==> config.mk <==
export PLATFORM = sky130hd
export DESIGN_NAME = lsi_status
export DESIGN_NICKNAME = d
export VERILOG_FILES = /design/src/verilog/lsi_flasher.v /design/src/verilog/lsi_status.v
export VERILOG_INCLUDE_DIRS = /design/src /design/src/verilog
export SDC_FILE = /design/constraint.sdc
export NUM_CORES = 1
export LEC_CHECK = 0
export BUFFER_PORTS_ARGS = -buffer_cell sky130_fd_sc_hd__buf_2
export CAP_MARGIN = 20
export CORE_MARGIN = 2
export CORE_UTILIZATION = 60
export DETAILED_ROUTE_END_ITERATION = 7
export PLACE_DENSITY_LB_ADDON = 0.08
export SYNTH_ARGS = -nofsm -noshare
export SYNTH_HDL_FRONTEND = slang
export SYNTH_SLANG_ARGS = --single-unit
==> constraint.sdc <==
create_clock -name REF_CLK -period 5.4 [get_ports REF_CLK]
set_input_delay 0 -clock REF_CLK [delete_from_list [all_inputs] [get_ports REF_CLK]]
set_output_delay 0 -clock REF_CLK [all_outputs]
set_load 0.005 [all_outputs]
==> src/verilog/lsi_defs.vh <==
`ifndef LSI_DEFS_VH
`define LSI_DEFS_VH

// Clock rate and derived counts
`define LSI_CLK_HZ 40000000
`define LSI_SLOW_HZ_X10 14
`define LSI_FAST_HZ_X10 28
// Half period of a flash in cycles: clk / (2 * f)
`define LSI_SLOW_HALF ((`LSI_CLK_HZ * 10) / (2 * `LSI_SLOW_HZ_X10))
`define LSI_FAST_HALF ((`LSI_CLK_HZ * 10) / (2 * `LSI_FAST_HZ_X10))
`define LSI_BTN_MS 1000
`define LSI_BTN_CYC ((`LSI_CLK_HZ / 1000) * `LSI_BTN_MS)
`define LSI_LINK_TMO_S 10
`define LSI_LINK_CYC (`LSI_CLK_HZ * `LSI_LINK_TMO_S)
`define LSI_RUN_STEP_CYC (`LSI_CLK_HZ / 8)

// Strength thresholds, dBm, at the 16k rate
`define LSI_TH_EXC (-75)
`define LSI_TH_VGOOD (-85)
`define LSI_TH_GOOD (-95)
// Threshold rise per rate step: 16k, 125k, 250k, 500k
`define LSI_RATE_STEP 5

// Data rate codes
`define LSI_RATE_16K 2'h0
`define LSI_RATE_125K 2'h1
`define LSI_RATE_250K 2'h2
`define LSI_RATE_500K 2'h3

// Bar patterns, bit 0 is the yellow (bottom) segment
`define LSI_BAR_OFF 4'h0
`define LSI_BAR_LOW 4'h1
`define LSI_BAR_GOOD 4'h3
`define LSI_BAR_VGOOD 4'h7
`define LSI_BAR_EXC 4'hf

// Operating modes
`define LSI_MODE_IO 1'b0
`define LSI_MODE_PLC 1'b1

`endif

==> src/verilog/lsi_flasher.v <==
`timescale 1ns/1ps
`include "lsi_defs.vh"

// Free-running square wave with equal on and off time
module lsi_flasher #(
  parameter HALF = 1000,
  parameter W = 32
) (
  // Clock and control
  input wire clk,
  input wire rst,
  input wire ce,
  // Wave
  output reg wave
);

  reg [W-1:0] cnt_ff;

  always @(posedge clk) begin
    if (rst) begin
      cnt_ff <= {W{1'b0}};
      wave <= 1'b0;
    end else if (ce) begin
      if (cnt_ff == HALF - 1) begin
        cnt_ff <= {W{1'b0}};
        wave <= ~wave;
      end else begin
        cnt_ff <= cnt_ff + {{(W-1){1'b0}}, 1'b1};
      end
    end
  end

endmodule // lsi_flasher

==> src/verilog/lsi_status.v <==
// Operation
// - Bus lamp: off, flash config, on cyclic
// - I/O mode faults flash fault lamp slowly
// - PLC mode faults flash fault lamp slowly
// - Link loss flashes fast; else off
// - Local bus error lights fault lamp steadily
// - Bar shows four strength classes or dark
// - Thresholds rise with configured radio rate
// - Update or stick write runs bar upward
// - Transmit lamp lit while sending serial
// - Receive lamp lit while receiving serial
// - One-second button press rereads station configuration
// - Relay follows link, drops after 10 s
// - Point-to-point: bar active on both ends
// - Master in network: yellow segment only
// - Slave shows strength of its parent
// - Master returns strength values to host
`timescale 1ns/1ps
`include "lsi_defs.vh"

module lsi_status #(
  parameter BTN_CYC = `LSI_BTN_CYC,
  parameter LINK_CYC = `LSI_LINK_CYC,
  parameter STEP_CYC = `LSI_RUN_STEP_CYC,
  parameter SLOW_HALF = `LSI_SLOW_HALF,
  parameter FAST_HALF = `LSI_FAST_HALF
) (
  // Clock, reset, enable
  input wire REF_CLK,
  input wire RESET,
  input wire CE,
  // Pins from outside
  input wire SET_BUTTON,
  // Status from module logic
  input wire MODE_PLC,
  input wire CONFIG_MODE,
  input wire CYCLIC_DATA,
  input wire READIN_DONE,
  input wire DUP_SLOT_ADDR,
  input wire MISSING_INPUT,
  input wire MISSING_OUTPUT,
  input wire STATION_CHANGED,
  input wire NO_MODBUS,
  input wire LOCAL_BUS_ERR,
  input wire LINK_UP,
  input wire PACKET_OK,
  input wire IS_MASTER,
  input wire MULTI_NODE,
  input wire [1:0] DATA_RATE,
  input wire signed [7:0] PARENT_DBM,
  input wire OVERLOAD,
  input wire FW_UPDATE,
  input wire STICK_WRITE,
  input wire SER_TX_ACTIVE,
  input wire SER_RX_ACTIVE,
  // Strength read by host
  input wire HOST_RD,
  output reg signed [7:0] HOST_DBM,
  output reg HOST_VALID,
  // Lamps and relay
  output reg BUS_ACTIVITY_LAMP,
  output reg FAULT_LAMP,
  output reg [3:0] BAR,
  output reg TX_LAMP,
  output reg RX_LAMP,
  output reg LINK_RELAY,
  output reg READIN_START
);

  //////////////////////////////////////////////////////////////////////////////
  // Button synchroniser and hold timer

  reg btn_s1_ff;
  reg btn_s2_ff;
  reg [31:0] btn_cnt_ff;
  reg btn_fired_ff;
  reg readin_ff;

  always @(posedge REF_CLK) begin
    if (RESET) begin
      btn_s1_ff <= 1'b0;
      btn_s2_ff <= 1'b0;
    end else if (CE) begin
      btn_s1_ff <= SET_BUTTON;
      btn_s2_ff <= btn_s1_ff;
    end
  end

  // One start per press: the count halts until release
  always @(posedge REF_CLK) begin
    if (RESET) begin
      btn_cnt_ff <= 32'h0;
      btn_fired_ff <= 1'b0;
      READIN_START <= 1'b0;
      readin_ff <= 1'b0;
    end else if (CE) begin
      READIN_START <= 1'b0;
      if (!btn_s2_ff) begin
        btn_cnt_ff <= 32'h0;
        btn_fired_ff <= 1'b0;
      end else if (!btn_fired_ff) begin
        if (btn_cnt_ff == BTN_CYC - 1) begin
          btn_fired_ff <= 1'b1;
          READIN_START <= 1'b1;
        end else begin
          btn_cnt_ff <= btn_cnt_ff + 32'h1;
        end
      end
      // Start outranks done arriving in the same cycle
      if (btn_s2_ff && !btn_fired_ff && btn_cnt_ff == BTN_CYC - 1) begin
        readin_ff <= 1'b1;
      end else if (READIN_DONE) begin
        readin_ff <= 1'b0;
      end
    end
  end

  //////////////////////////////////////////////////////////////////////////////
  // Flash generators

  wire slow_wave;
  wire fast_wave;

  lsi_flasher #(.HALF(SLOW_HALF), .W(32)) u_slow (
    .clk(REF_CLK),
    .rst(RESET),
    .ce(CE),
    .wave(slow_wave)
  );

  lsi_flasher #(.HALF(FAST_HALF), .W(32)) u_fast (
    .clk(REF_CLK),
    .rst(RESET),
    .ce(CE),
    .wave(fast_wave)
  );

  //////////////////////////////////////////////////////////////////////////////
  // Link relay timeout

  reg [31:0] link_cnt_ff;
  reg link_ok_ff;

  // Any good packet restarts the 10 s window
  always @(posedge REF_CLK) begin
    if (RESET) begin
      link_cnt_ff <= 32'h0;
      link_ok_ff <= 1'b0;
    end else if (CE) begin
      if (PACKET_OK) begin
        link_cnt_ff <= 32'h0;
        link_ok_ff <= LINK_UP;
      end else if (link_cnt_ff == LINK_CYC - 1) begin
        link_ok_ff <= 1'b0;
      end else begin
        link_cnt_ff <= link_cnt_ff + 32'h1;
        if (!LINK_UP) begin
          link_ok_ff <= 1'b0;
        end else if (link_cnt_ff == 32'h0) begin
          link_ok_ff <= 1'b1;
        end
      end
    end
  end

  //////////////////////////////////////////////////////////////////////////////
  // Strength classification

  reg signed [8:0] shift;
  reg signed [8:0] th_exc;
  reg signed [8:0] th_vgood;
  reg signed [8:0] th_good;
  reg signed [8:0] dbm;
  reg [3:0] strength_bar;

  // Sized copies keep the threshold sums at the nine-bit width of dbm
  localparam signed [8:0] TH_EXC = `LSI_TH_EXC;
  localparam signed [8:0] TH_VGOOD = `LSI_TH_VGOOD;
  localparam signed [8:0] TH_GOOD = `LSI_TH_GOOD;
  localparam signed [8:0] SHIFT_1 = `LSI_RATE_STEP;
  localparam signed [8:0] SHIFT_2 = 2 * `LSI_RATE_STEP;
  localparam signed [8:0] SHIFT_3 = 3 * `LSI_RATE_STEP;

  // Each rate step lifts all thresholds; 500k ends 15 dB above 16k
  always @* begin
    case (DATA_RATE)
      `LSI_RATE_16K: shift = 9'sd0;
      `LSI_RATE_125K: shift = SHIFT_1;
      `LSI_RATE_250K: shift = SHIFT_2;
      default: shift = SHIFT_3;
    endcase
    th_exc = TH_EXC + shift;
    th_vgood = TH_VGOOD + shift;
    th_good = TH_GOOD + shift;
    dbm = {PARENT_DBM[7], PARENT_DBM};
    if (dbm >= th_exc) begin
      strength_bar = `LSI_BAR_EXC;
    end else if (dbm >= th_vgood) begin
      strength_bar = `LSI_BAR_VGOOD;
    end else if (dbm >= th_good) begin
      strength_bar = `LSI_BAR_GOOD;
    end else begin
      strength_bar = `LSI_BAR_LOW;
    end
  end

  //////////////////////////////////////////////////////////////////////////////
  // Running bar sequence

  reg [31:0] step_cnt_ff;
  reg [1:0] run_pos_ff;
  wire running = FW_UPDATE | STICK_WRITE;

  always @(posedge REF_CLK) begin
    if (RESET) begin
      step_cnt_ff <= 32'h0;
      run_pos_ff <= 2'h0;
    end else if (CE) begin
      if (!running) begin
        step_cnt_ff <= 32'h0;
        run_pos_ff <= 2'h0;
      end else if (step_cnt_ff == STEP_CYC - 1) begin
        step_cnt_ff <= 32'h0;
        run_pos_ff <= run_pos_ff + 2'h1;
      end else begin
        step_cnt_ff <= step_cnt_ff + 32'h1;
      end
    end
  end

  //////////////////////////////////////////////////////////////////////////////
  // Lamp selection

  reg nxt_bus;
  reg nxt_fault;
  reg [3:0] nxt_bar;
  reg slow_fault;

  always @* begin
    // Bus lamp; read-in counts as configuration
    if (CONFIG_MODE || readin_ff) begin
      nxt_bus = slow_wave;
    end else if (CYCLIC_DATA) begin
      nxt_bus = 1'b1;
    end else begin
      nxt_bus = 1'b0;
    end
    if (MODE_PLC == `LSI_MODE_PLC) begin
      slow_fault = DUP_SLOT_ADDR | STATION_CHANGED | NO_MODBUS;
    end else begin
      slow_fault = DUP_SLOT_ADDR | MISSING_INPUT | MISSING_OUTPUT |
                   STATION_CHANGED;
    end
    // Steady outranks fast outranks slow: the graver fault shows
    if (LOCAL_BUS_ERR) begin
      nxt_fault = 1'b1;
    end else if (!link_ok_ff) begin
      nxt_fault = fast_wave;
    end else if (slow_fault) begin
      nxt_fault = slow_wave;
    end else begin
      nxt_fault = 1'b0;
    end
    if (running) begin
      nxt_bar = 4'h1 << run_pos_ff;
    end else if (!link_ok_ff || CONFIG_MODE || OVERLOAD) begin
      nxt_bar = `LSI_BAR_OFF;
    end else if (IS_MASTER && MULTI_NODE) begin
      nxt_bar = `LSI_BAR_LOW;
    end else begin
      nxt_bar = strength_bar;
    end
  end

  //////////////////////////////////////////////////////////////////////////////
  // Registered outputs

  always @(posedge REF_CLK) begin
    if (RESET) begin
      BUS_ACTIVITY_LAMP <= 1'b0;
      FAULT_LAMP <= 1'b0;
      BAR <= `LSI_BAR_OFF;
      TX_LAMP <= 1'b0;
      RX_LAMP <= 1'b0;
      LINK_RELAY <= 1'b0;
      HOST_DBM <= 8'sh0;
      HOST_VALID <= 1'b0;
    end else if (CE) begin
      BUS_ACTIVITY_LAMP <= nxt_bus;
      FAULT_LAMP <= nxt_fault;
      BAR <= nxt_bar;
      TX_LAMP <= SER_TX_ACTIVE;
      RX_LAMP <= SER_RX_ACTIVE;
      LINK_RELAY <= link_ok_ff;
      // Only the master answers strength reads
      HOST_VALID <= HOST_RD & IS_MASTER;
      if (HOST_RD && IS_MASTER) begin
        HOST_DBM <= PARENT_DBM;
      end
    end
  end

endmodule // lsi_status
Word-level counts from Yosys, hierarchy flattened
Cells that the tools add are included.

word-level totals
  register bits = 188
  bits in latches = 0
  bits in writable memories = 0
  memory bits (read-only) = 0
  input port bits = 34
  output and inout port bits = 19
  logic and storage cells = 111
  memories = 0

operators by class
  add/subtract/negate cells = 9
  multipliers = 0
  div/mod/pow operators = 0
  magnitude comparators = 3
  equality and inequality tests = 12
  shift operators = 1
  multiplexer cells = 35
  bitwise logic cells = 9
  reductions and logical operators = 20

operators by type and width
  operator               count
  $mux 32                9
  $add 32x1->32 const B  5
  $eq 32x23->1 const B   2
  $eq 32x24->1 const B   1
  $eq 32x26->1 const B   1
  $eq 32x29->1 const B   1
  $logic_not 32->1       1
  $add 8x9->9 const A    3
  $ge 8x9->1             3
  $mux 1                 17
  $mux 4                 4
  $reduce_and 2->1       7
  $pmux 4 s3             1
  $mux 2                 3
  $ne 2x2->1 const B     3
  $or 1x1->1             6
  $logic_and 1x1->1      4
  $ne 4x1->1 const B     1
  $shl 1x2->4 const A    1
  $logic_or 1x1->1       3
  $mux 3                 1
  $reduce_and 3->1       1
  $add 2x1->2 const B    1
  $eq 2x1->1 const B     1
  other kinds (7)        9

Longest topological paths before layout
Gate-level depths: netlist (run 1).

  depth after elaboration = 10
  mapped depth = 10

Cells and area by module
From an unflattened synthesis (run 1), not the netlist that was laid out.

second synthesis, totals
  cell total of the unflattened synthesis = 1133
  area, all modules = 9581.7 µm²

by module, submodules not included
  module                 instances  cells an instance  area each (µm²)  seq. area each (µm²)
  lsi_status             1          754                6331.1           2442.3
  lsi_flasher at u_fast  1          202                1696.6           660.6
  lsi_flasher at u_slow  1          177                1554.0           660.6

Least setup slack after synthesis (run 1)
Ideal clock, no wire load.

  path type = reg-to-reg
  from = register u_fast.cnt_ff[0]
  to = register u_fast.cnt_ff[12]
  data arrival time = 1.930 ns
  slack = 3.356 ns
  cell stages (with the launch flop) = 11
  buffers on the path = 2
  clock period less this slack = 2.044 ns
  path through = dfxtp_1 > inv_1 > ha_1 > nor4b_1 > nand4_1 > or4_1 > nor4_2 > or2_1 > buf_4 > buf_6 > nor2_1

between the ends
  word-level cells in the longest chain between the ends = 2

ends and longest elaborated chain
  what                                           line                                text
  start, declared                                lsi_flasher.v:17                    reg [W-1:0] cnt_ff;
  start signal, assigned                         lsi_flasher.v:21                    cnt_ff <= {W{1'b0}};
  start signal, assigned                         lsi_flasher.v:25                    cnt_ff <= {W{1'b0}};
  start signal, assigned                         lsi_flasher.v:28                    cnt_ff <= cnt_ff + {{(W-1){1'b0}}, 1'b1};
  $add 32x1->32 or $eq 32x23->1 (tied branches)  lsi_flasher.v:28, lsi_flasher.v:24
  $mux 32 *                                      lsi_flasher.v:24                    if (cnt_ff == HALF - 1) begin

Mark *: on every way between the ends. The rest lies on a longest branch, timed or not.
A chain may end at the register's enable or synchronous reset.

Worst setup path in the final report (run 1)
  from = register u_fast.cnt_ff[0]
  to = register u_fast.cnt_ff[15]

Same word-level chain as after synthesis.

==> flow_metrics.py, run 1 <==
metrics = {
    "layout": {
        "layout.cells.non_filler": 1338,
        "drive_gt1_share_pct": 9.22,
        "multi_input_area_mm2": 0.00505,
        "antenna_cells": 0,
        "area_growth_pct": 12.2,
        "final-seq-area_mm2": 0.00376,
        "fin_nets": 1203,
        "final_util_pct": 68.2,
        "nFillCells": 1277,
    },
    "cts": {
        "clk_pin_slew_ns": 0.07,
        "clockBufferDepth": 2,
        "cts_buffers": 17,
        "clk-insertion-delay-late_ns": 0.42,
        "htree_levels": 4,
        "cts_tree": "yes",
        "root_buffer": "clkbuf_16",
        "cts_sinks": 188,
    },
    "routing": {
        "drtIter0Drc": 401,
        "wl_met1_um": 9520,
        "routed_via_density": 5.58,
        "routed-wl-met3_um": 914,
        "drt_pass1_iterations": 5,
        "drt_wl_total_um": 18900,
        "met2_length_um": 8360,
        "routedWlPerCell_um": 14.1,
        "ant_nets": 0,
        "drc": 0,
        "num_vias": 7471,
        "top_layer_used": "met4",
    },
    "setup_path": {
        "path_class": "flop to flop",
        "critPathLaunch": "u_fast.cnt_ff[0]",
        "cp.required_ns": 5.72,
        "ff2ff_setup_slack_ns": 3.01,
        "end_kind": "flop",
        "ff2ff_path_depth": 9,
        "path_max_fanout": 26,
        "r2r_start": "u_fast.cnt_ff[0]",
        "startpoint_type": "flop",
        "crit_arrival_ns": 2.71,
    },
    "timing": {
        "hold_viol_final": 0,
        "tightest_slew_ns": 1.01,
        "hold_slack_ns": 0.0337,
        "report.final.slew_viol_count": 0,
        "fin_skew_ns": 0.00942,
        "tns_ns": 0,
        "max_freq_mhz": 419,
        "slew_headroom_pct": 33.0,
        "rsz0062_at_grt": "false",
        "period_needed_ns": 2.39,
        "final.period_utilization_pct": 44.2,
        "setup_viol": 0,
    },
    "global_routing": {
        "grt_max_degree": 36,
        "grt_pass1_wl_um": 32100,
        "grt_usage_pct": 23.8,
        "grt_overflow": 0,
        "grt_pass1_vias": 6854,
        "antenna_found_initial": 0,
    },
    "floorplan": {
        "pin_count": 53,
        "dieArea_mm2": 0.0162,
        "row_count": 45,
        "die_h_um": 127,
        "core_region_area_mm2": 0.0150,
        "initial_utilization_pct": 60.7,
        "die_x_um": 127,
    },
    "status": {
        "outcome": "finished, final reports clean",
    },
    "power": {
        "p_clk_share_pct": 42.3,
        "p_sw_mw": 0.636,
        "p_seq_share_pct": 52.2,
        "peakVddDrop_mv": 0.221,
        "pwr-share-comb_pct": 5.5,
        "p_leak_nw": 3.72,
        "switching_share_pct": 23.5,
        "p_per_area_mw_per_mm2": 264,
        "p_total_mw": 2.71,
        "power.internal_mw": 2.07,
    },
    "hold_path": {
        "hold_depth": 4,
        "hp-class": "input pin to flop",
        "min_from": "MULTI_NODE",
    },
    "synthesis": {
        "synth_fp_nets": 1142,
        "synth.top_cell.area_share_pct": 41.2,
        "synth_warnings": 0,
        "synth_top_area_cell": "dfxtp_1",
        "ys_ff_latch": 188,
        "ys_seq_area_share_pct": 41.2,
        "synth_cells": 1076,
        "syn_area_mm2": 0.00913,
        "yosysUniqueCellTypes": 59,
        "synth_area_leaders": "dfxtp_1 (41%), nor2_1 (8.3%), xor2_1 (7.7%)",
        "avgSynthCellArea_um2": 8.49,
    },
    "placed_design": {
        "portBuffers": 52,
        "gp_congestion": 0.817,
        "hpwl_um": 13000,
        "dp_cells": 1283,
    },
    "job": {
        "maxCapViolCount": 0,
    },
}
[flip-flops by register name, summed over array words and instances, names as in the netlist]
| name | cells |
|---|---|
| TX_LAMP | 1 |
| u_fast.cnt_ff | 32 |
| run_pos_ff | 2 |
| link_cnt_ff | 32 |
| readin_ff | 1 |
| btn_fired_ff | 1 |
| FAULT_LAMP | 1 |
| READIN_START | 1 |
| BUS_ACTIVITY_LAMP | 1 |
| btn_s1_ff | 1 |
| BAR | 4 |
| btn_cnt_ff | 32 |
| u_slow.wave | 1 |
| HOST_VALID | 1 |
| LINK_RELAY | 1 |
| u_slow.cnt_ff | 32 |
| RX_LAMP | 1 |
| HOST_DBM | 8 |
| u_fast.wave | 1 |
| link_ok_ff | 1 |
| btn_s2_ff | 1 |
| step_cnt_ff | 32 |
[routing by layer]
metal  vias up  track usage, %
met5         -               0
met2       129            37.2
met3         7            6.07
met4         0            5.11
li1       3838               -
met1      3497            33.4
[worst paths after layout]
check,endpoint
max,u_fast.cnt_ff[15]
max reg2reg,u_fast.cnt_ff[15]
min,BAR[2]
min reg2reg,HOST_DBM[0]
[Yosys cell counts (all sizes together)]
cell type,count
or4,5
clkbuf,18
buf,17
nor2b,4
nand3,65
a21oi,33
a21o,4
or4b,4
a311oi,4
nand3b,2
o21ai,9
a31o,3
nor4bb,2
a22o,1
mux2i,6
o31ai,1
a41o,1
a31oi,4
nor4b,11
nor2,202
nand4b,2
and3b,1
nand4,50
nand2,83
a22oi,1
o211ai,4
nor3,28
or2,9
and4b,1
and4,16
nor4,33
nor3b,2
nand2b,10
ha,32
or3,5
xor2,80
xnor2,69
and3,22
a21bo,1
and2,4
inv,34
a211oi,4
o2111ai,1
dfxtp,188
[through the flow]
| step | area, um2 | setup slack [ns] |
|---|---|---|
| after floorplan | 9130 | 3.36 |
| after global placement | 9450 | 2.62 |
| after detailed placement | 9450 | 2.57 |
| after CTS | 10200 | 2.51 |
| after global routing | 10200 | 2.75 |
| final | 10200 | 3.01 |
[final cells by class]
| type | count | share of cell area (%) |
|---|---|---|
| Sequential cell | 188 | 36.7 |
| Multi-Input combinational cell | 819 | 49.3 |
| Timing Repair Buffer | 77 | 5.22 |
| Tap cell | 188 | 2.29 |
| Clock buffer | 20 | 4.36 |
| Clock inverter | 12 | 0.891 |
| Inverter | 34 | 1.25 |
[placed cells by master, fill, tap and decap left out, types with 3 or more instances in the layout]
master,n
o211ai_1,4
nor3_1,27
nor4_1,31
inv_6,3
clkinv_2,3
nor2b_1,4
and4_1,16
inv_1,34
a31oi_1,3
or3_1,5
dfxtp_1,188
nand4_1,49
a311oi_1,4
a31o_2,3
and3_1,22
nand2_1,83
o21ai_0,9
nand2b_1,9
xnor2_1,69
dlygate4sd3_1,20
nand3_1,65
a211oi_1,4
ha_1,32
nor2_1,202
or4_1,5
clkbuf_16,17
or2_2,6
a21o_1,4
mux2i_1,6
nor4b_1,11
clkinv_4,4
a21oi_1,33
buf_2,53
and2_1,3
xor2_1,80
[worst max-delay path, cell delays in order (launching register included)]
cell,delay [ns]
dfxtp_1,0.34
inv_1,0.06
ha_1,0.13
nor4b_1,0.22
nand4_1,0.11
or4_1,0.42
nor4_2,0.33
or2_1,0.38
buf_16,0.22
nor2_1,0.07
[cells by family after synthesis]
logic type	after synthesis	synth area share [%]
AO/OA/AOI/OAI	71	4.88
XOR/XNOR	149	14.3
buffers and inverters	69	3.49
AND/OR/NAND/NOR	561	31.1
flip-flops	188	41.2
multiplexers	6	0.658
adder cells (fa/ha/maj)	32	4.38
[power by group through the flow]
stage,clock network [mW],registers (mW),logic (mW)
floorplan,0,1.44,0.0928
global placement,0,1.44,0.130
detailed placement,0,1.44,0.132
CTS,1.17,1.41,0.144
global route,1.22,1.41,0.169
finish,1.15,1.41,0.149
[what timing repair did]
item | CTS | global route
endpoints found under the hold margin | 16 | 0
buffers inserted | 0 | 0
hold buffers | 20 | 0
resized for setup | 0 | 0
endpoints found under the setup margin | 0 | 0
Power figures use the tool's default switching activity.
==> run 2: changes to the inputs <==
==> constraint.sdc (replaced) <==
create_clock -name REF_CLK -period 2.4 [get_ports REF_CLK]
set_input_delay 0 -clock REF_CLK [delete_from_list [all_inputs] [get_ports REF_CLK]]
set_output_delay 0 -clock REF_CLK [all_outputs]
set_load 0.005 [all_outputs]
==> run 2 against run 1 <==
Against the previous run:
- sequential share of layout area is 0.77 points lower
- clock power is 140% higher
- fmax is 9.5% higher
- routed wire length is 1.5% higher
- highest routed layer unchanged
==> flow_metrics.py, run 2 (synthesized netlist as in run 1, its figures left out) <==
metrics = {
    "cts": {
        "clockBufferDepth": 2,
        "cts_buffers": 17,
        "cts_setup_buffers": 0,
        "clk-insertion-delay-late_ns": 0.43,
        "cts_sinks": 188,
        "cts_tree": "yes",
        "root_buffer": "clkbuf_16",
        "clk_pin_slew_ns": 0.07,
        "htree_levels": 4,
    },
    "global_routing": {
        "grt_pass1_vias": 7117,
        "grt_overflow": 0,
        "grt_usage_pct": 24.7,
        "grt_max_degree": 32,
        "antenna_found_initial": 0,
        "grt_pass1_wl_um": 33200,
    },
    "setup_path": {
        "crit_arrival_ns": 2.50,
        "crit_chain": "inv_1, ha_1, nor4b_2, nand4_1, or4_1, nor4_4, or2_1, buf_4, nor2_1",
        "end_kind": "flop",
        "cp.buffers_inverters": 2,
        "crit_path_max_incr_delay_ns": 0.47,
        "startpoint_type": "flop",
        "path_max_fanout": 14,
        "path_class": "flop to flop",
        "critPathTopFamily": "simple AND/OR/NAND/NOR gates",
        "critPathSlowestCell": "or4_1",
        "cp.required_ns": 2.72,
    },
    "placed_design": {
        "hpwl_um": 13300,
        "gp_congestion": 0.837,
        "portBuffers": 52,
        "place_ws_ns": 0.150,
        "dp_cells": 1303,
        "placed_cell_area_mm2": 0.00963,
    },
    "floorplan": {
        "die_x_um": 127,
        "row_count": 45,
        "die_h_um": 127,
        "dieArea_mm2": 0.0162,
        "core_region_area_mm2": 0.0150,
        "initial_utilization_pct": 60.7,
        "pin_count": 53,
    },
    "layout": {
        "fin_nets": 1223,
        "final_common_cell": "nor2_1",
        "layout.cells.non_filler": 1357,
        "finalInstanceArea_mm2": 0.0105,
        "antenna_cells": 0,
        "final_cell_mix": "nor2_1 (202), dfxtp_1 (188), nand2_1 (83)",
        "final_util_pct": 69.6,
        "area_growth_pct": 14.6,
        "drive_gt1_share_pct": 10.9,
        "nFillCells": 1229,
    },
    "power": {
        "peakVddDrop_mv": 0.523,
        "p_leak_nw": 3.86,
        "p_per_area_mw_per_mm2": 602,
        "p_total_mw": 6.31,
    },
    "routing": {
        "drt_pass1_iterations": 5,
        "drt_wl_total_um": 19200,
        "routedWlPerCell_um": 14.1,
        "drc": 0,
        "routed_via_density": 5.52,
        "num_vias": 7497,
        "ant_nets": 0,
        "drtIter0Drc": 460,
    },
    "timing": {
        "setup_viol": 0,
        "period_needed_ns": 2.18,
        "tightest_slew_ns": 0.660,
        "max_freq_mhz": 459,
        "final.period_utilization_pct": 90.9,
        "report.final.slew_viol_count": 0,
        "setup_slack_ns": 0.219,
        "hold_slack_ns": 0.0381,
        "slew_headroom_pct": 55.4,
        "tns_ns": 0,
        "rsz0062_at_grt": "false",
        "fin_skew_ns": 0.00849,
        "hold_viol_final": 0,
    },
    "job": {
        "maxCapViolCount": 0,
    },
    "hold_path": {
        "hp-class": "input pin to flop",
    },
    "status": {
        "outcome": "finished, final reports clean",
    },
}
[run 2: layer usage]
metal  routed length, um  GRT usage (%)  up-vias  share of wire [%]
li1                    -              -     3884                  -
met1                9620           34.3     3493                 50
met2                8540           38.6      108                 45
met3                 839           6.07       12                4.4
met4                 165           6.59        0               0.86
met5                   0              0        -                  0
[run 2: repair_timing]
item / in CTS / in global routing
endpoints found under the setup margin: 0 / 36
resized for setup: 0 / 5
hold endpoints to repair: 20 / 0
hold buffers: 23 / 0
[run 2: path summary, 6_finish.rpt]
kind                                  startpoint                 to  slack, ns  cells past startpoint
worst max-delay path            u_fast.cnt_ff[0]  u_fast.cnt_ff[12]       0.22                      9
worst min-delay path                   PACKET_OK    link_cnt_ff[10]       0.04                      4
worst max register to register  u_fast.cnt_ff[0]  u_fast.cnt_ff[12]       0.22                      9
worst min register to register       HOST_DBM[2]        HOST_DBM[2]       0.46                      2
[run 2: layout make-up]
class,count,area [um2],share of cell area (%)
multi-input cells,819,5080,48.5
inverters,34,128,1.22
clock inverters,13,141,1.35
flip-flops and latches,188,3760,36.0
repair buffers,97,684,6.54
clock buffers,18,439,4.20
well taps,188,235,2.25
[run 2: where the power goes]
part / switching (mW) / total [mW] / internal (mW)
combinational: 0.194 / 0.348 / 0.154
clock: 1.22 / 2.78 / 1.56
sequential: 0.0288 / 3.18 / 3.15
total: 1.44 / 6.31 / 4.86
[run 2: worst min-delay path: stages]
cell      delay, ns
buf_2          0.14
o211ai_1       0.12
xnor2_1        0.13
nor2_1         0.03
